## src/ucm_pkg.sv

```systemverilog
// Constants and types for the USB charge mode selector
// Function
// - Enable high, select code 000: device off, output kept discharged.
// - Code 110 selects SDP; code 111 selects CDP with charging detection.
// - Code 010 selects SDP with remote wakeup for all devices.
// - Code 011: CDP low-speed wakeup; moves to DCP auto on FS/HS attach or detach.
// - Code 001 selects DCP auto-detect, charging detection, no remote wakeup.
// - Code 101 forced divider, code 100 forced BC1.2 DCP, both detect charging.
// - Auto-detect operation always starts in divider mode.
// - Auto-detect: on charging negotiation, discharge pulse then BC1.2 DCP.
// - Auto-detect: after BC1.2 device detach, back to divider after 10 s.
// - Codes x10 or 111 to/from 011 keep data switch on, no pulse.
// - Every other code change, save 110 to/from 010 and changes to 000, gives a 350 ms output discharge pulse.
// - Enable low: select ignored, output permanently discharged.
// - Charging modes: assert active-low charging flag above 20 mA threshold.
// - Charging flag released after 5 s below the threshold, or at once outside charging modes or during a discharge pulse.
// - CDP: flag asserted only if handshake finished before threshold crossing.
// - Enable low: switches and profiles off, flags released to high impedance.
package ucm_pkg;

  // ==========================================================================
  // Timing
  localparam int CLK_HZ         = 50_000_000;
  localparam int TICK_US        = 1000;
  localparam int TICK_CYCLES    = CLK_HZ / 1_000_000 * TICK_US;
  localparam int DISCH_MS       = 350;
  localparam int DCP_TIMEOUT_MS = 10_000;
  localparam int CHG_OFF_MS     = 5_000;
  localparam int STABLE_CYCLES  = 16;
  localparam int CNT_W          = 16;

  // ==========================================================================
  // Select codes {bit1, bit2, bit3}
  localparam logic [2:0] CODE_OFF       = 3'h0;
  localparam logic [2:0] CODE_DCP_AUTO  = 3'h1;
  localparam logic [2:0] CODE_SDP_RW    = 3'h2;
  localparam logic [2:0] CODE_CDP_RW    = 3'h3;
  localparam logic [2:0] CODE_FORCE_BC  = 3'h4;
  localparam logic [2:0] CODE_FORCE_DIV = 3'h5;
  localparam logic [2:0] CODE_SDP       = 3'h6;
  localparam logic [2:0] CODE_CDP       = 3'h7;

  // ==========================================================================
  // Register map
  localparam int          ADDR_W    = 8;
  localparam logic [7:0]  ADDR_STAT = 8'h00;
  localparam logic [7:0]  ADDR_MASK = 8'h04;
  localparam logic [7:0]  ADDR_MODE = 8'h08;
  localparam int          STAT_W    = 6;
  localparam logic [5:0]  MASK_RST  = 6'h00;
  localparam int ST_CODE   = 0;
  localparam int ST_DISCH  = 1;
  localparam int ST_TO_BC  = 2;
  localparam int ST_TO_DIV = 3;
  localparam int ST_CHG_ON = 4;
  localparam int ST_CHG_OFF = 5;
  // MODE register fields
  localparam int MD_PROF  = 0;
  localparam int MD_CODE  = 4;
  localparam int MD_DISCH = 7;
  localparam int MD_CHG   = 8;
  localparam int MD_EN    = 9;

  // ==========================================================================
  // Profiles
  typedef enum logic [3:0] {
    UCM_OFF, UCM_SDP, UCM_CDP, UCM_SDP_RW, UCM_CDP_RW,
    UCM_DCP_DIV, UCM_DCP_BC, UCM_FORCE_DIV, UCM_FORCE_BC
  } ucm_prof_type;

endpackage

```

## src/ucm_sel_if.sv

```systemverilog
// Filtered select and enable carried from the input filter to the mode logic
`timescale 1ns/1ps
`default_nettype none
interface ucm_sel_if;
  logic [2:0] code;
  logic       en;
  logic       chg;
  modport src  (output code, output en, output chg);
  modport sink (input code, input en, input chg);
endinterface
`default_nettype wire

```

## src/ucm_sel_filter.sv

```systemverilog
// Synchroniser for the select and enable pins, stability filter for the select code
`timescale 1ns/1ps
`default_nettype none
module ucm_sel_filter #(
  parameter int STABLE = ucm_pkg::STABLE_CYCLES
) (
  input  wire logic clk_sys,
  input  wire logic nrst,
  input  wire logic en_pin,
  input  wire logic mode_select_bit1,
  input  wire logic mode_select_bit2,
  input  wire logic mode_select_bit3,
  ucm_sel_if.src    sel
);

  // ==========================================================================
  // Two-stage synchronisers
  logic [3:0] raw;
  logic [3:0] s1_q;
  logic [3:0] s2_q;
  assign raw = {en_pin, mode_select_bit1, mode_select_bit2, mode_select_bit3};

  genvar g;
  generate
    for (g = 0; g < 4; g++) begin : g_sync
      always_ff @(posedge clk_sys or negedge nrst) begin
        if (!nrst) begin
          s1_q[g] <= 1'b0;
          s2_q[g] <= 1'b0;
        end else begin
          s1_q[g] <= raw[g];
          s2_q[g] <= s1_q[g];
        end
      end
    end
  endgenerate

  // ==========================================================================
  // Stability filter: a code counts only after STABLE equal samples
  logic [2:0]  cand_q;
  logic [2:0]  acc_q;
  logic [7:0]  cnt_q;
  logic        chg_q;
  wire         same    = (s2_q[2:0] == cand_q);
  wire         settled = same && (cnt_q == 8'(STABLE - 1));
  wire         accept  = settled && (cand_q != acc_q);

  always_ff @(posedge clk_sys or negedge nrst) begin
    if (!nrst) begin
      cand_q <= ucm_pkg::CODE_OFF;
      acc_q  <= ucm_pkg::CODE_OFF;
      cnt_q  <= 8'h00;
      chg_q  <= 1'b0;
    end else begin
      cand_q <= s2_q[2:0];
      cnt_q  <= !same ? 8'h00 : (settled ? cnt_q : cnt_q + 8'h01);
      chg_q  <= accept;
      if (accept) begin
        acc_q <= cand_q;
      end
    end
  end

  assign sel.code = acc_q;
  assign sel.en   = s2_q[3];
  assign sel.chg  = chg_q;

  // ==========================================================================
  // Checks
  property p_code_stable;
    @(posedge clk_sys) disable iff (!nrst)
      chg_q |-> $past(cand_q) == acc_q && $past(cnt_q) == 8'(STABLE - 1);
  endproperty
  a_code_stable: assert property (p_code_stable)
    else $error("select code accepted before it was stable");

endmodule
`default_nettype wire

```

## src/ucm_charge_mode.sv

```systemverilog
// USB port charge mode selector: profile sequencing, discharge and charging flag
//
// Design decisions made here: the address-and-strobe port and the register offsets.
`timescale 1ns/1ps
`default_nettype none
module ucm_charge_mode #(
  parameter int TICK_CYCLES    = ucm_pkg::TICK_CYCLES,
  parameter int DISCH_MS       = ucm_pkg::DISCH_MS,
  parameter int DCP_TIMEOUT_MS = ucm_pkg::DCP_TIMEOUT_MS,
  parameter int CHG_OFF_MS     = ucm_pkg::CHG_OFF_MS,
  parameter int STABLE         = ucm_pkg::STABLE_CYCLES
) (
  input  wire logic                      clk_sys,
  input  wire logic                      nrst,
  input  wire logic                      en_pin,
  input  wire logic                      mode_select_bit1,
  input  wire logic                      mode_select_bit2,
  input  wire logic                      mode_select_bit3,
  input  wire logic                      fs_hs_attach,
  input  wire logic                      dev_detach,
  input  wire logic                      chg_negotiation,
  input  wire logic                      cdp_handshake_done,
  input  wire logic                      iout_above_threshold,
  input  wire logic [ucm_pkg::ADDR_W-1:0] reg_addr,
  input  wire logic [31:0]               reg_wdata,
  input  wire logic                      reg_wr,
  input  wire logic                      reg_rd,
  output logic      [31:0]               reg_rdata,
  output logic                           irq,
  output logic                           power_sw_on,
  output logic                           data_sw_on,
  output logic                           discharge_on,
  output logic                           chg_detect_en,
  output logic                           remote_wakeup_en,
  output logic                           short_dp_dm,
  output logic                           divider_on,
  output logic                           cdp_emul_on,
  output logic      [3:0]                profile,
  output logic                           charging_out,
  output logic                           charging_oe_n
);

  // ==========================================================================
  // Select filter
  ucm_sel_if sel ();

  ucm_sel_filter #(
    .STABLE           (STABLE)
  ) u_filter (
    .clk_sys          (clk_sys),
    .nrst             (nrst),
    .en_pin           (en_pin),
    .mode_select_bit1 (mode_select_bit1),
    .mode_select_bit2 (mode_select_bit2),
    .mode_select_bit3 (mode_select_bit3),
    .sel              (sel)
  );

  // ==========================================================================
  // Status pin synchronisers, plus a third stage for edge detection
  logic [4:0] ev_raw;
  logic [4:0] ev1_q;
  logic [4:0] ev2_q;
  logic [4:0] ev3_q;
  assign ev_raw = {iout_above_threshold, cdp_handshake_done, chg_negotiation,
                   dev_detach, fs_hs_attach};

  genvar g;
  generate
    for (g = 0; g < 5; g++) begin : g_evsync
      always_ff @(posedge clk_sys or negedge nrst) begin
        if (!nrst) begin
          ev1_q[g] <= 1'b0;
          ev2_q[g] <= 1'b0;
          ev3_q[g] <= 1'b0;
        end else begin
          ev1_q[g] <= ev_raw[g];
          ev2_q[g] <= ev1_q[g];
          ev3_q[g] <= ev2_q[g];
        end
      end
    end
  endgenerate

  wire fs_hs_rise = ev2_q[0] && !ev3_q[0];
  wire detach_rise = ev2_q[1] && !ev3_q[1];
  wire negot_rise = ev2_q[2] && !ev3_q[2];
  wire hs_rise = ev2_q[3] && !ev3_q[3];
  wire iout_hi = ev2_q[4];

  // ==========================================================================
  // Millisecond tick
  localparam int CNT_W_T = 20;
  logic [CNT_W_T-1:0] tick_cnt_q;
  wire tick = (tick_cnt_q == CNT_W_T'(TICK_CYCLES - 1));

  always_ff @(posedge clk_sys or negedge nrst) begin
    if (!nrst) tick_cnt_q <= '0;
    else tick_cnt_q <= tick ? '0 : tick_cnt_q + CNT_W_T'(1);
  end

  // ==========================================================================
  // Code decode and transition class
  function automatic ucm_pkg::ucm_prof_type decode(input logic [2:0] c);
    unique case (c)
      ucm_pkg::CODE_SDP:       decode = ucm_pkg::UCM_SDP;
      ucm_pkg::CODE_CDP:       decode = ucm_pkg::UCM_CDP;
      ucm_pkg::CODE_SDP_RW:    decode = ucm_pkg::UCM_SDP_RW;
      ucm_pkg::CODE_CDP_RW:    decode = ucm_pkg::UCM_CDP_RW;
      ucm_pkg::CODE_DCP_AUTO:  decode = ucm_pkg::UCM_DCP_DIV;
      ucm_pkg::CODE_FORCE_DIV: decode = ucm_pkg::UCM_FORCE_DIV;
      ucm_pkg::CODE_FORCE_BC:  decode = ucm_pkg::UCM_FORCE_BC;
      ucm_pkg::CODE_OFF:       decode = ucm_pkg::UCM_OFF;
    endcase
  endfunction

  function automatic logic wake_pair(input logic [2:0] a, input logic [2:0] b);
    logic a_s0;
    logic b_s0;
    a_s0 = (a[1:0] == ucm_pkg::CODE_SDP[1:0]) || (a == ucm_pkg::CODE_CDP);
    b_s0 = (b[1:0] == ucm_pkg::CODE_SDP[1:0]) || (b == ucm_pkg::CODE_CDP);
    wake_pair = ((a == ucm_pkg::CODE_SDP) && (b == ucm_pkg::CODE_SDP_RW)) ||
                ((a == ucm_pkg::CODE_SDP_RW) && (b == ucm_pkg::CODE_SDP)) ||
                (a_s0 && (b == ucm_pkg::CODE_CDP_RW)) ||
                ((a == ucm_pkg::CODE_CDP_RW) && b_s0);
  endfunction

  // ==========================================================================
  // Profile sequencer
  ucm_pkg::ucm_prof_type prof_q;
  ucm_pkg::ucm_prof_type prof_d;
  logic [2:0]             applied_q;
  logic                   en_q;
  logic [15:0]            disch_q;
  logic                   dcp_run_q;
  logic [15:0]            dcp_ms_q;
  logic                   disch_start;
  logic                   ev_to_bc;
  logic                   ev_to_div;

  wire en_s       = sel.en;
  wire en_rise    = en_s && !en_q;
  wire code_evt   = en_s && en_q && sel.chg;
  wire is_wake    = wake_pair(applied_q, sel.code);
  wire disch_act  = (disch_q != 16'h0000);
  wire disch_done = (disch_q == 16'h0001) && tick;
  wire dcp_exp    = dcp_run_q && tick && (dcp_ms_q == 16'(DCP_TIMEOUT_MS - 1));

  always_comb begin
    prof_d      = prof_q;
    disch_start = 1'b0;
    ev_to_bc    = 1'b0;
    ev_to_div   = 1'b0;
    if (!en_s) begin
      prof_d = ucm_pkg::UCM_OFF;
    end else if (en_rise || code_evt) begin
      prof_d      = decode(sel.code);
      // Wakeup pairs keep VBUS up so a suspended device can signal resume
      disch_start = (sel.code != ucm_pkg::CODE_OFF) &&
                    (en_rise || !is_wake);
    end else begin
      unique case (prof_q)
        ucm_pkg::UCM_CDP_RW: begin
          if (fs_hs_rise || detach_rise) begin
            prof_d    = ucm_pkg::UCM_DCP_DIV;
            ev_to_div = 1'b1;
          end
        end
        ucm_pkg::UCM_DCP_DIV: begin
          if (negot_rise && !disch_act) begin
            prof_d      = ucm_pkg::UCM_DCP_BC;
            disch_start = 1'b1;
            ev_to_bc    = 1'b1;
          end
        end
        ucm_pkg::UCM_DCP_BC: begin
          if (dcp_exp) begin
            prof_d    = ucm_pkg::UCM_DCP_DIV;
            ev_to_div = 1'b1;
          end
        end
        default: prof_d = prof_q;
      endcase
    end
  end

  always_ff @(posedge clk_sys or negedge nrst) begin
    if (!nrst) begin
      prof_q    <= ucm_pkg::UCM_OFF;
      applied_q <= ucm_pkg::CODE_OFF;
      en_q      <= 1'b0;
    end else begin
      prof_q <= prof_d;
      en_q   <= en_s;
      if (en_rise || code_evt) applied_q <= sel.code;
    end
  end

  // Discharge pulse counts down whole milliseconds; restarts on a new transition
  always_ff @(posedge clk_sys or negedge nrst) begin
    if (!nrst) disch_q <= 16'h0000;
    else if (!en_s) disch_q <= 16'h0000;
    else if (disch_start) disch_q <= 16'(DISCH_MS);
    else if (disch_act && tick) disch_q <= disch_q - 16'h0001;
  end

  // BC1.2 detach timeout: armed by a detach, dropped by a new negotiation
  always_ff @(posedge clk_sys or negedge nrst) begin
    if (!nrst) begin
      dcp_run_q <= 1'b0;
      dcp_ms_q  <= 16'h0000;
    end else if (prof_q != ucm_pkg::UCM_DCP_BC || negot_rise) begin
      dcp_run_q <= 1'b0;
      dcp_ms_q  <= 16'h0000;
    end else if (detach_rise) begin
      dcp_run_q <= 1'b1;
      dcp_ms_q  <= 16'h0000;
    end else if (dcp_run_q && tick) begin
      dcp_ms_q <= dcp_ms_q + 16'h0001;
    end
  end

  // ==========================================================================
  // Charging flag
  wire cdp_mode  = (prof_q == ucm_pkg::UCM_CDP) || (prof_q == ucm_pkg::UCM_CDP_RW);
  wire chg_modes = cdp_mode || (prof_q == ucm_pkg::UCM_DCP_DIV) ||
                   (prof_q == ucm_pkg::UCM_DCP_BC) ||
                   (prof_q == ucm_pkg::UCM_FORCE_DIV) ||
                   (prof_q == ucm_pkg::UCM_FORCE_BC);
  wire chg_allow = en_s && chg_modes && !disch_act;
  logic        hs_ok_q;
  logic        chg_q;
  logic [15:0] off_ms_q;
  wire chg_set   = chg_allow && iout_hi && (!cdp_mode || hs_ok_q);
  wire off_exp   = tick && (off_ms_q == 16'(CHG_OFF_MS - 1));
  wire chg_clr   = chg_q && (!chg_allow || (!iout_hi && off_exp));

  always_ff @(posedge clk_sys or negedge nrst) begin
    if (!nrst) begin
      hs_ok_q  <= 1'b0;
      chg_q    <= 1'b0;
      off_ms_q <= 16'h0000;
    end else begin
      // Handshake only counts if it came while the load was still light
      if (!cdp_mode || detach_rise) hs_ok_q <= 1'b0;
      else if (hs_rise && !iout_hi) hs_ok_q <= 1'b1;
      if (chg_clr) chg_q <= 1'b0;
      else if (chg_set) chg_q <= 1'b1;
      if (iout_hi || !chg_q) off_ms_q <= 16'h0000;
      else if (tick && !off_exp) off_ms_q <= off_ms_q + 16'h0001;
    end
  end

  // ==========================================================================
  // Registers and interrupt
  logic [ucm_pkg::STAT_W-1:0] stat_q;
  logic [ucm_pkg::STAT_W-1:0] mask_q;
  logic [ucm_pkg::STAT_W-1:0] ev_vec;
  logic [31:0]                mode_word;
  logic [31:0]                rd_mux;
  wire rd_stat = reg_rd && (reg_addr == ucm_pkg::ADDR_STAT);
  wire wr_mask = reg_wr && (reg_addr == ucm_pkg::ADDR_MASK);

  assign ev_vec = {chg_clr, chg_set && !chg_q, ev_to_div, ev_to_bc, disch_done, code_evt};
  assign mode_word = {22'h0, en_s, chg_q, disch_act, applied_q, prof_q};
  assign rd_mux = (reg_addr == ucm_pkg::ADDR_STAT) ? {26'h0, stat_q} :
                  (reg_addr == ucm_pkg::ADDR_MASK) ? {26'h0, mask_q} :
                  (reg_addr == ucm_pkg::ADDR_MODE) ? mode_word : 32'h0;

  always_ff @(posedge clk_sys or negedge nrst) begin
    if (!nrst) begin
      stat_q    <= '0;
      mask_q    <= ucm_pkg::MASK_RST;
      reg_rdata <= 32'h0;
      irq       <= 1'b0;
    end else begin
      // A new event in the clearing read cycle survives
      stat_q    <= (rd_stat ? '0 : stat_q) | ev_vec;
      if (wr_mask) mask_q <= reg_wdata[ucm_pkg::STAT_W-1:0];
      reg_rdata <= reg_rd ? rd_mux : 32'h0;
      irq       <= |(stat_q & mask_q);
    end
  end

  // ==========================================================================
  // Registered pin outputs, one cycle behind the profile
  always_ff @(posedge clk_sys or negedge nrst) begin
    if (!nrst) begin
      power_sw_on      <= 1'b0;
      data_sw_on       <= 1'b0;
      discharge_on     <= 1'b1;
      chg_detect_en    <= 1'b0;
      remote_wakeup_en <= 1'b0;
      short_dp_dm      <= 1'b0;
      divider_on       <= 1'b0;
      cdp_emul_on      <= 1'b0;
      profile          <= 4'h0;
      charging_out     <= 1'b0;
      charging_oe_n    <= 1'b1;
    end else begin
      power_sw_on      <= (prof_q != ucm_pkg::UCM_OFF) && !disch_act;
      data_sw_on       <= (prof_q inside {ucm_pkg::UCM_SDP, ucm_pkg::UCM_CDP,
                           ucm_pkg::UCM_SDP_RW, ucm_pkg::UCM_CDP_RW}) && !disch_act;
      discharge_on     <= (prof_q == ucm_pkg::UCM_OFF) || disch_act;
      chg_detect_en    <= chg_modes;
      remote_wakeup_en <= (prof_q == ucm_pkg::UCM_SDP_RW) || (prof_q == ucm_pkg::UCM_CDP_RW);
      short_dp_dm      <= (prof_q == ucm_pkg::UCM_DCP_BC) || (prof_q == ucm_pkg::UCM_FORCE_BC);
      divider_on       <= (prof_q == ucm_pkg::UCM_DCP_DIV) || (prof_q == ucm_pkg::UCM_FORCE_DIV);
      cdp_emul_on      <= cdp_mode;
      profile          <= prof_q;
      charging_out     <= 1'b0;
      charging_oe_n    <= !chg_q;
    end
  end

  // ==========================================================================
  // Checks
  property p_disabled_off;
    @(posedge clk_sys) disable iff (!nrst)
      !en_s |-> ##2 (discharge_on && !power_sw_on && !data_sw_on && charging_oe_n);
  endproperty
  a_disabled_off: assert property (p_disabled_off)
    else $error("outputs not off two cycles after enable low");

  property p_code_off;
    @(posedge clk_sys) disable iff (!nrst)
      (code_evt && sel.code == ucm_pkg::CODE_OFF) |=> prof_q == ucm_pkg::UCM_OFF ##1 discharge_on;
  endproperty
  a_code_off: assert property (p_code_off)
    else $error("code 000 did not switch the port off");

  property p_decode_cdp;
    @(posedge clk_sys) disable iff (!nrst)
      (code_evt && sel.code == ucm_pkg::CODE_CDP) |=> prof_q == ucm_pkg::UCM_CDP;
  endproperty
  a_decode_cdp: assert property (p_decode_cdp)
    else $error("code 111 did not select CDP");

  property p_wake_no_pulse;
    @(posedge clk_sys) disable iff (!nrst)
      (code_evt && is_wake && !disch_act) |=> !disch_act [*3];
  endproperty
  a_wake_no_pulse: assert property (p_wake_no_pulse)
    else $error("discharge pulse on a remote wakeup transition");

  property p_pulse_len;
    @(posedge clk_sys) disable iff (!nrst)
      (code_evt && !is_wake && sel.code != ucm_pkg::CODE_OFF) |=> disch_q == 16'(DISCH_MS);
  endproperty
  a_pulse_len: assert property (p_pulse_len)
    else $error("discharge pulse not loaded with its full length");

  property p_auto_leave;
    @(posedge clk_sys) disable iff (!nrst)
      (en_s && en_q && !sel.chg && prof_q == ucm_pkg::UCM_CDP_RW && detach_rise)
        |=> prof_q == ucm_pkg::UCM_DCP_DIV;
  endproperty
  a_auto_leave: assert property (p_auto_leave)
    else $error("CDP wakeup mode did not move to divider after detach");

  property p_negot;
    @(posedge clk_sys) disable iff (!nrst)
      (en_s && en_q && !sel.chg && prof_q == ucm_pkg::UCM_DCP_DIV && negot_rise && !disch_act)
        |=> (prof_q == ucm_pkg::UCM_DCP_BC && disch_act) ##1 !power_sw_on;
  endproperty
  a_negot: assert property (p_negot)
    else $error("negotiation did not give discharge then BC1.2");

  property p_cdp_hs;
    @(posedge clk_sys) disable iff (!nrst)
      (!chg_q && cdp_mode && !hs_ok_q) |=> !chg_q;
  endproperty
  a_cdp_hs: assert property (p_cdp_hs)
    else $error("charging flag in CDP without prior handshake");

  property p_hold_flag;
    @(posedge clk_sys) disable iff (!nrst)
      (chg_q && chg_allow && $past(iout_hi)) |-> chg_q ##1 (chg_q || !chg_allow || tick);
  endproperty
  a_hold_flag: assert property (p_hold_flag)
    else $error("charging flag dropped without the off deglitch");

endmodule
`default_nettype wire

```

## config.mk

```make
export PLATFORM = sky130hd
export DESIGN_NAME = ucm_charge_mode
export DESIGN_NICKNAME = d
export VERILOG_FILES = /design/src/ucm_pkg.sv /design/src/ucm_sel_if.sv /design/src/ucm_sel_filter.sv /design/src/ucm_charge_mode.sv
export SDC_FILE = /design/constraint.sdc
export NUM_CORES = 1
export LEC_CHECK = 0
export BUFFER_PORTS_ARGS = -buffer_cell sky130_fd_sc_hd__buf_2
export CAP_MARGIN = 10
export CORE_MARGIN = 3
export CORE_UTILIZATION = 25
export CTS_BUF_LIST = sky130_fd_sc_hd__clkbuf_4 sky130_fd_sc_hd__clkbuf_8 sky130_fd_sc_hd__clkbuf_16
export CTS_CLUSTER_DIAMETER = 150
export DETAILED_ROUTE_END_ITERATION = 16
export GPL_ROUTABILITY_DRIVEN = 0
export GPL_TIMING_DRIVEN = 0
export REMOVE_ABC_BUFFERS = 1
export SLEW_MARGIN = 25
export SYNTH_ARGS = -nofsm -noshare
export SYNTH_HDL_FRONTEND = slang
export SYNTH_SLANG_ARGS = --single-unit
```

## constraint.sdc

```tcl
create_clock -name clk_sys -period 2.2 [get_ports clk_sys]
set_clock_uncertainty 0.2 [all_clocks]
set_input_delay 0.11 -clock clk_sys [delete_from_list [all_inputs] [get_ports clk_sys]]
set_output_delay 0.11 -clock clk_sys [all_outputs]
set_load 0.02 [all_outputs]
```

==> flow_summary_export.csv, run 1 <==
group,metric,value,unit
run_status,outcome,"finished, violations left",
run_status,violations,"negative setup slack",
worst_setup_path,critical_path.reg2reg.endpoint,"off_ms_q[13]$_DFFE_PN0P_",
clocking,root_buffer,"clkbuf_16",
logic_synthesis,synth_top_area_cell,"dfrtp_1",
timing,max_freq,424,MHz
pwr,powerDensity,696,mW/mm²
timing,worst_pin_slew,763,ps
global_route,grt_pass1_vias,5168,
worst_hold_path,hp-class,"input port to async pin",
global_route,antenna_found_initial,0,
timing,finalHoldViolations,0,
clocking,cts_tree,"yes",
logic_synthesis,syn-cell-area,0.00695,mm²
worst_setup_path,critPathLaunch,"tick_cnt_q[0]$_DFF_PN0_",
floorplan,die_y,173,µm
clocking,cts_made_buffers,17,
timing,setup_violations,30,
global_route,track_usage,10.5,%
cells_and_area,area_growth,32.1,%
worst_setup_path,cp.arrival,2430,ps
worst_setup_path,r2r_start,"tick_cnt_q[0]$_DFF_PN0_",
pwr,ir_drop,0.000574,V
logic_synthesis,ys_seq_area_share,54.8,%
pwr,p_leak,0.00400,µW
timing,slew_headroom,48.7,%
worst_setup_path,end_kind,"flop",
timing,period_minus_slack,2360,ps
timing,fin_ws,-156,ps
floorplan,std_cell_rows,60,
timing,holdWs,6.49,ps
logic_synthesis,synth.avg_cell_area,10.2,µm²
cells_and_area,mostFrequentLayoutCells,"141 x dfrtp_1, 70 x nor2_1, 55 x nand2_1, 49 x buf_2, 32 x xnor2_1",
pwr,power.total,6390,µW
logic_synthesis,synth_cell_types,51,
worst_setup_path,worstPathRequired,2280,ps
clocking,htreeDepth,4,
global_route,grt_remaining_overflow,0,
worst_setup_path,startpoint_type,"flop",
cells_and_area,diodes,0,
floorplan,num_io_pins,100,
logic_synthesis,async_flop_share,100,%
placement,post-dp-hpwl,10.1,mm
global_route,grt_max_degree,94,
placement,port_buffers,50,
logic_synthesis,synth_edf_count,0,
logic_synthesis,ys_ff_latch,152,
worst_setup_path,setup.worst_path.class,"flop to flop",
floorplan,die-width,173,µm
flow_run,cap_violations,0,
detailed_routing,drtIter0Drc,367,
worst_setup_path,r2r_slack,-160,ps
detailed_routing,vias_per_cell,4.42,
logic_synthesis,syn_inst,678,
worst_setup_path,reg2regPathDepth,8,
floorplan,dieArea,0.0298,mm²
detailed_routing,drc,0,
timing,rsz0062_at_grt,"yes",
clocking,clk_pin_slew,60,ps
detailed_routing,vias,5189,
floorplan,initial_utilization,25.6,%
worst_setup_path,cp_max_fo,5,
detailed_routing,wl,16.0,mm
clocking,clock_sinks,152,
timing,fin_crit_sh,107,%
logic_synthesis,synth_top_area_share,54.0,%
detailed_routing,ant_nets,0,
detailed_routing,routedWlPerCell,13.6,µm
floorplan,core_area,0.0271,mm²
cells_and_area,nNetsFinal,854,
clocking,clock_path_buffers,2,
placement,place_ws,-928,ps
cells_and_area,layout_commonest_cell,"dfrtp_1",
clocking,clk-insertion-delay-late,430,ps
global_route,grt_first_pass_wirelength,26.2,mm
timing,timing.final.max_slew_violations,0,
detailed_routing,drtPass1Iterations,4,
logic_synthesis,ys.flop_type,"dfrtp_1",
logic_synthesis,synth_area_leaders,"dfrtp_1 54%, nor2_1 4.3%, xnor2_1 4.2%, xor2_1 3.9%, nand2_1 3.1%",
cells_and_area,layout-drive-gt1-share,25.4,%
logic_synthesis,yosys_warnings,0,
## how the worst max path moves through the flow
stage	cells past startpoint	end
2_1_floorplan	6	dcp_ms_q[12]$_DFFE_PN0P_
3_3_place_gp	1	tick_cnt_q[9]$_DFF_PN0_
3_5_place_dp	6	dcp_ms_q[14]$_DFFE_PN0P_
4_1_cts	6	dcp_ms_q[14]$_DFFE_PN0P_
5_1_grt	6	off_ms_q[9]$_DFFE_PN0P_
6_report	8	off_ms_q[13]$_DFFE_PN0P_
## layer usage
layer,up-vias,routed length [µm],GRT usage [%]
met2,84,7920,16.7
met3,22,537,2.09
met4,0,301,4.19
met1,2565,7210,14.2
met5,-,0,0
li1,2518,-,-
## layout make-up
cell class | instances | area [µm²]
repair buffers | 113 | 893
inverters | 22 | 82.6
multi-input cells | 484 | 3300
flip-flops and latches | 152 | 3820
clock buffers | 21 | 480
well taps | 372 | 465
clock inverters | 10 | 141
fillers | 2678 | 17900
## timing repair
item	4_1_cts	5_1_grt
gates cloned	1	1
buffers inserted	21	17
hold endpoints to repair	179	0
hold buffers	24	0
pin swaps	21	22
gates resized for setup	64	50
setup endpoints to repair	66	61
## state kept, by name (all words and copies together) (netlist names), 3 cells and up
register,flops
tick_cnt_q,20
dcp_ms_q,16
disch_q,16
off_ms_q,16
reg_rdata,10
u_filter.cnt_q,8
mask_q,6
stat_q,6
ev1_q,5
ev2_q,4
ev3_q,4
prof_q,4
profile,4
u_filter.s1_q,4
applied_q,3
u_filter.cand_q,3
u_filter.s2_q,3
u_filter.sel.code,3
## power by group
part / leakage [µW] / internal [µW] / switching [µW]
sequential: 0.00199 / 2880 / 60.3
clock: 0.000302 / 1900 / 1130
combinational: 0.00170 / 142 / 275
## cell usage after synthesis, types with 2 or more instances
cell type and instances:
nand2b_1 2, inv_1 22, or3_1 13, nor4_1 9
nand3b_1 3, dfrtp_1 150, ha_1 11, o211ai_1 4
buf_4 24, and4_1 4, mux2i_1 5, or4b_1 2
nand3_1 31, nor4bb_1 2, nand2_1 58, nor3_1 24
clkbuf_1 17, o21ai_0 30, o22ai_1 2, nor4b_1 3
a21o_1 3, dfstp_2 2, nor2b_1 7, and2_1 5
nor3_2 2, xnor2_1 33, nor2_1 79, a22oi_1 4
a21oi_1 34, xor2_1 31, nand4_1 15, nor3b_1 2
nor4_2 3, and3_1 17, mux2_2 9
## cell families (layout without fill, tap and decap cells)
| kind of cell | after synthesis | after routing | synth area share (%) |
|---|---|---|---|
| DFF | 152 | 152 | 54.8 |
| AOI/OAI and AO/OA | 85 | 85 | 6.90 |
| and+or+nand+nor | 286 | 287 | 21.2 |
| buffers and inverters | 65 | 166 | 4.83 |
| adders and majority gates | 11 | 11 | 1.98 |
| other | 1 | 23 | 0.0540 |
| xor gates and xnor gates | 64 | 64 | 8.07 |
| muxes | 14 | 14 | 2.18 |
## stage by stage
stage / area [µm²] / cells / TNS, ps / util, %
after floorplan: 6780 / 657 / -2150 / -
after global placement: 7490 / 1079 / -238090 / 27.7
after detailed placement: 7530 / 1080 / -21300 / 27.8
after CTS: 8850 / 1157 / -2020 / 32.7
after global routing: 9180 / 1174 / -7040 / 33.9
final: 9180 / 1174 / -2200 / 33.9
## critical path: stages (launching register included)
cell and delay (ps):
dfrtp_1 380, ha_2 200, and3_4 230, nand3_4 130
buf_4 180, or4b_4 540, nor3_4 150, xnor2_1 140
nor2_1 60
Power figures use the tool's default switching activity.
==> inputs of run 2 (changes only) <==
--- a/config.mk
+++ b/config.mk
@@ -14,8 +14,9 @@
 export DETAILED_ROUTE_END_ITERATION = 16
 export GPL_ROUTABILITY_DRIVEN = 0
 export GPL_TIMING_DRIVEN = 0
+export MAX_ROUTING_LAYER = met4
 export REMOVE_ABC_BUFFERS = 1
-export SLEW_MARGIN = 25
+export SLEW_MARGIN = 40
 export SYNTH_ARGS = -nofsm -noshare
 export SYNTH_HDL_FRONTEND = slang
 export SYNTH_SLANG_ARGS = --single-unit
==> flow_summary_export.csv, run 2 (same netlist as run 1, synthesis figures left out) <==
group,metric,value,unit
timing,slew_headroom,49.2,%
cells_and_area,mostFrequentLayoutCells,"143 x dfrtp_1, 77 x nor2_1, 56 x nand2_1, 49 x buf_2, 33 x xnor2_1",
floorplan,die-width,173,µm
clocking,cts_made_buffers,17,
timing,max_freq,427,MHz
global_route,grt_first_pass_wirelength,26.1,mm
global_route,antenna_found_initial,0,
timing,rsz0062_at_grt,"yes",
detailed_routing,drtPass1Iterations,4,
worst_setup_path,r2r_start,"tick_cnt_q[5]$_DFF_PN0_",
worst_hold_path,min_to,"mask_q[0]$_DFFE_PN0P_",
timing,fin_ws,-143,ps
clocking,cts_tree,"yes",
placement,port_buffers,50,
global_route,grt_pass1_vias,5210,
cells_and_area,fin_cells,1178,
cells_and_area,register_area,0.00381,mm²
placement,post_dp_cell_area,0.00756,mm²
floorplan,core_area,0.0271,mm²
detailed_routing,drtIter0Drc,317,
global_route,met3_usage,2.33,%
timing,fin_crit_sh,106,%
clocking,clock_sinks,152,
worst_setup_path,cp_max_fo,4,
cells_and_area,layout_commonest_cell,"dfrtp_1",
detailed_routing,vias,5251,
timing,holdWs,37.4,ps
cells_and_area,top_register,"tick_cnt_q",
timing,finalHoldViolations,0,
cells_and_area,nNetsFinal,858,
worst_hold_path,hp-class,"input port to flop",
clocking,clock_path_buffers,2,
pwr,combPwrFrac,6.9,%
global_route,grt_remaining_overflow,0,
cells_and_area,finalInstanceArea,0.00922,mm²
worst_setup_path,setup.worst_path.class,"flop to flop",
pwr,internal_power,4870,µW
worst_setup_path,reg2regPathDepth,6,
timing,setup_violations,27,
timing,timing.final.max_slew_violations,0,
detailed_routing,wl,15.9,mm
detailed_routing,routedWlPerCell,13.5,µm
cells_and_area,area_growth,32.6,%
flow_run,cap_violations,0,
worst_setup_path,r2r_slack,-140,ps
global_route,busiest_layer,"met2",
pwr,ir_drop,0.000533,V
timing,worst_pin_slew,757,ps
cells_and_area,diodes,0,
clocking,htreeDepth,4,
placement,place_ws,-922,ps
cells_and_area,largest_reg_flops,20,
global_route,track_usage,10.8,%
cells_and_area,layout-drive-gt1-share,25.6,%
pwr,p_leak,0.00403,µW
clocking,clk-insertion-delay-late,420,ps
pwr,clkPwrFrac,46.9,%
global_route,met2_usage,17.2,%
cells_and_area,nFillCells,2701,
pwr,pwr-share-seq,46.2,%
detailed_routing,ant_nets,0,
global_route,grt_max_degree,60,
run_status,violations,"negative setup slack",
pwr,power.switching,1490,µW
floorplan,std_cell_rows,60,
timing,period_minus_slack,2340,ps
worst_setup_path,cp.arrival,2490,ps
detailed_routing,vias_per_cell,4.46,
pwr,powerDensity,691,mW/mm²
placement,dp_cells,1081,
worst_setup_path,startpoint_type,"flop",
floorplan,die_y,173,µm
floorplan,dieArea,0.0298,mm²
worst_setup_path,end_kind,"flop",
pwr,switching_share,23.4,%
global_route,met1_usage,13.9,%
run_status,outcome,"finished, violations left",
cells_and_area,multi_input_area,0.00332,mm²
placement,post-dp-hpwl,10.2,mm
worst_hold_path,holdCritStartpoint,"reg_wr",
worst_setup_path,critical_path.reg2reg.endpoint,"dcp_ms_q[14]$_DFFE_PN0P_",
floorplan,num_io_pins,100,
clocking,clk_pin_slew,60,ps
worst_hold_path,whs_path_depth,4,
clocking,root_buffer,"clkbuf_16",
floorplan,initial_utilization,25.6,%
worst_setup_path,worstPathRequired,2350,ps
detailed_routing,drc,0,
[run 2: worst max path at each step]
stage                       startpoint                  endpoint  slack (ps)
6_report       tick_cnt_q[5]$_DFF_PN0_  dcp_ms_q[14]$_DFFE_PN0P_        -140
5_1_grt        tick_cnt_q[5]$_DFF_PN0_  dcp_ms_q[15]$_DFFE_PN0P_        -230
4_1_cts        tick_cnt_q[5]$_DFF_PN0_  dcp_ms_q[14]$_DFFE_PN0P_        -120
3_5_place_dp   tick_cnt_q[5]$_DFF_PN0_  dcp_ms_q[14]$_DFFE_PN0P_        -920
3_3_place_gp                      nrst   tick_cnt_q[9]$_DFF_PN0_       -1460
2_1_floorplan  tick_cnt_q[5]$_DFF_PN0_  dcp_ms_q[12]$_DFFE_PN0P_        -340
[run 2: power by group through the flow]
stage | combinational (µW) | sequential, µW | clock (µW)
floorplan | 162 | 3020 | 0
global placement | 373 | 2990 | 0
detailed placement | 388 | 2990 | 0
CTS | 435 | 2940 | 3050
global route | 487 | 2950 | 3180
finish | 441 | 2940 | 2980
[run 2: timing repair]
item	in CTS	in global routing
gates cloned	1	0
endpoints found under the setup margin	66	57
hold endpoints to repair	179	0
resized for setup	56	55
pin swaps	24	28
hold buffers	24	0
setup buffers	21	20
[run 2: critical path, cell delays in order, from the launching register on]
cell	delay [ps]
dfrtp_2	440
or4b_4	540
nor4_4	200
and4_4	310
nand3_4	90
or3_4	380
a21oi_2	120
[run 2: final cells by class]
class	instances	area share [%]
tap	372	5.05
multi-input combinational	484	36.0
timing repair buffer	117	10.1
sequential	152	41.4
clock inverter	11	1.62
clock buffer	20	4.93
inverter	22	0.896
[run 2: metrics by stage]
step / power (µW) / TNS, ps / util [%]
4_1_cts: 6430 / -1470 / 32.6
5_1_grt: 6620 / -5440 / 34.0
3_5_place_dp: 3380 / -20620 / 27.9
2_1_floorplan: 3180 / -2150 / -
6_report: 6370 / -1680 / 34.0
3_3_place_gp: 3360 / -238090 / 27.7
[run 2: metal layers]
| metal | vias to the layer above | share of wire (%) |
|---|---|---|
| li1 | 2534 | - |
| met2 | 71 | 50 |
| met5 | - | 0 |
| met3 | 17 | 2.7 |
| met4 | 0 | 1.1 |
| met1 | 2629 | 47 |
==> inputs of run 3 (changes only) <==
==> constraint.sdc (replaced) <==
create_clock -name clk_sys -period 2.2 [get_ports clk_sys]
set_clock_uncertainty 0.2 [all_clocks]
set_input_delay 0 -clock clk_sys [delete_from_list [all_inputs] [get_ports clk_sys]]
set_output_delay 0 -clock clk_sys [all_outputs]
set_load 0.02 [all_outputs]
==> flow_summary_export.csv, run 3 (same netlist as run 1, synthesis figures left out) <==
group,metric,value,unit
run_status,outcome,"finished, violations left",
run_status,violations,"negative setup slack",
worst_setup_path,cp_max_fo,7,
clocking,clk_pin_slew,60,ps
detailed_routing,drc,0,
cells_and_area,mostFrequentLayoutCells,"143 x dfrtp_1, 77 x nor2_1, 56 x nand2_1, 49 x buf_2, 33 x xnor2_1",
detailed_routing,drtIter0Drc,278,
global_route,track_usage,10.9,%
cells_and_area,finalInstanceArea,0.00931,mm²
detailed_routing,drtPass1Iterations,5,
placement,post_dp_cell_area,0.00756,mm²
worst_hold_path,hp-class,"input port to flop",
placement,place_ws,-922,ps
worst_setup_path,crit_top_cell,"nor4_4",
cells_and_area,largest_reg_flops,20,
worst_setup_path,crit_slowest_cell,"or4b_4",
detailed_routing,routedWlPerCell,13.5,µm
cells_and_area,nNetsFinal,867,
clocking,cts_made_buffers,17,
global_route,antenna_found_initial,0,
worst_setup_path,startpoint_type,"flop",
timing,finalHoldViolations,0,
timing,timing.final.max_slew_violations,0,
worst_setup_path,crit_chain,"or4b_4, nor4_4, buf_6, nand4_4, nor4_4, xnor2_1, nor2_1",
detailed_routing,wl,16.0,mm
flow_run,cap_violations,0,
floorplan,core_area,0.0271,mm²
timing,max_freq,426,MHz
cells_and_area,layout_commonest_cell,"dfrtp_1",
floorplan,die_y,173,µm
timing,setup_violations,26,
cells_and_area,fin_cells,1187,
floorplan,std_cell_rows,60,
floorplan,dieArea,0.0298,mm²
worst_setup_path,end_kind,"flop",
clocking,clock_path_buffers,2,
worst_hold_path,whs_path_depth,2,
clocking,cts_tree,"yes",
placement,dp_cells,1081,
clocking,root_buffer,"clkbuf_16",
cells_and_area,layout-drive-gt1-share,25.4,%
timing,fin_crit_sh,107,%
pwr,powerDensity,684,mW/mm²
cells_and_area,top_register,"tick_cnt_q",
detailed_routing,ant_nets,0,
pwr,ir_drop,0.000530,V
worst_setup_path,crit_path_max_incr_delay,540,ps
timing,slew_headroom,44.7,%
global_route,grt_max_degree,60,
global_route,grt_pass1_vias,5239,
detailed_routing,vias,5281,
floorplan,die-width,173,µm
floorplan,initial_utilization,25.6,%
timing,worst_pin_slew,823,ps
worst_setup_path,reg2regPathDepth,7,
clocking,clk-insertion-delay-late,420,ps
cells_and_area,area_growth,34.0,%
cells_and_area,diodes,0,
floorplan,num_io_pins,100,
timing,rsz0062_at_grt,"yes",
placement,post-dp-hpwl,10.2,mm
global_route,grt_first_pass_wirelength,26.2,mm
worst_setup_path,worstPathRequired,2310,ps
timing,fin_ws,-149,ps
worst_setup_path,cp.arrival,2450,ps
detailed_routing,vias_per_cell,4.45,
clocking,clock_sinks,152,
pwr,p_leak,0.00408,µW
global_route,grt_remaining_overflow,0,
worst_setup_path,setup.worst_path.class,"flop to flop",
placement,port_buffers,50,
clocking,htreeDepth,4,
timing,period_minus_slack,2350,ps
## run 3: layer usage
| metal | GRT usage, % | up-vias | wire, µm | share of wire, % |
|---|---|---|---|---|
| met5 | - | - | 0 | 0 |
| met4 | 3.38 | 0 | 160 | 1.0 |
| met3 | 2.33 | 15 | 494 | 3.1 |
| met2 | 17.3 | 84 | 7960 | 50 |
| met1 | 14.0 | 2629 | 7410 | 46 |
| li1 | - | 2553 | - | - |
## run 3: power by group
| part | total (µW) | internal, µW | leakage, µW | switching (µW) |
|---|---|---|---|---|
| Combinational | 452 | 168 | 0.00180 | 284 |
| Sequential | 2940 | 2880 | 0.00199 | 60.0 |
| Clock | 2980 | 1830 | 0.000289 | 1140 |
## run 3: metrics by stage
| stage | total power (µW) | utilization, % | setup TNS [ps] | hold slack, ps |
|---|---|---|---|---|
| after global routing | 6630 | 34.4 | -5440 | 8.06 |
| after global placement | 3360 | 27.7 | -221370 | -90.3 |
| final | 6370 | 34.4 | -1690 | 22.2 |
| after CTS | 6440 | 33.0 | -1470 | 2.26 |
| after detailed placement | 3380 | 27.9 | -20620 | -304 |
| after floorplan | 3180 | - | -2150 | -496 |
## run 3: area by class of cell
type	count	area (µm²)
multi-input combinational	484	3330
tap	372	465
clock inverter	11	149
inverter	22	82.6
clock buffer	20	454
timing repair buffer	126	1020
fill	2690	17800
sequential	152	3810
## run 3: path summary, 6_finish.rpt
path,from,endpoint,slack [ps]
hold reg to reg,u_filter.s1_q[2]$_DFF_PN0_,u_filter.s2_q[2]$_DFF_PN0_,150
max in group asynchronous,nrst,discharge_on$_DFF_PN1_,970
setup / recovery,tick_cnt_q[5]$_DFF_PN0_,dcp_ms_q[15]$_DFFE_PN0P_,-150
setup reg to reg,tick_cnt_q[5]$_DFF_PN0_,dcp_ms_q[15]$_DFFE_PN0P_,-150
min in group asynchronous,nrst,mask_q[2]$_DFFE_PN0P_,490
hold / removal,chg_negotiation,ev1_q[2]$_DFF_PN0_,20
## run 3: timing repair
| action | 4_1_cts | 5_1_grt |
|---|---|---|
| gates cloned | 1 | 0 |
| hold endpoints to repair | 183 | 0 |
| resized for setup | 56 | 56 |
| setup endpoints to repair | 66 | 64 |
| hold buffers | 34 | 0 |
| pin swaps | 24 | 28 |
| setup buffers | 21 | 20 |
## run 3: worst max-delay path: cells and delay by family, from the launching register on
family / cells / cell delay [ps]
buf+inv: 1 / 170
xor+xnor: 1 / 150
simple gates: 5 / 1280
flops: 1 / 440
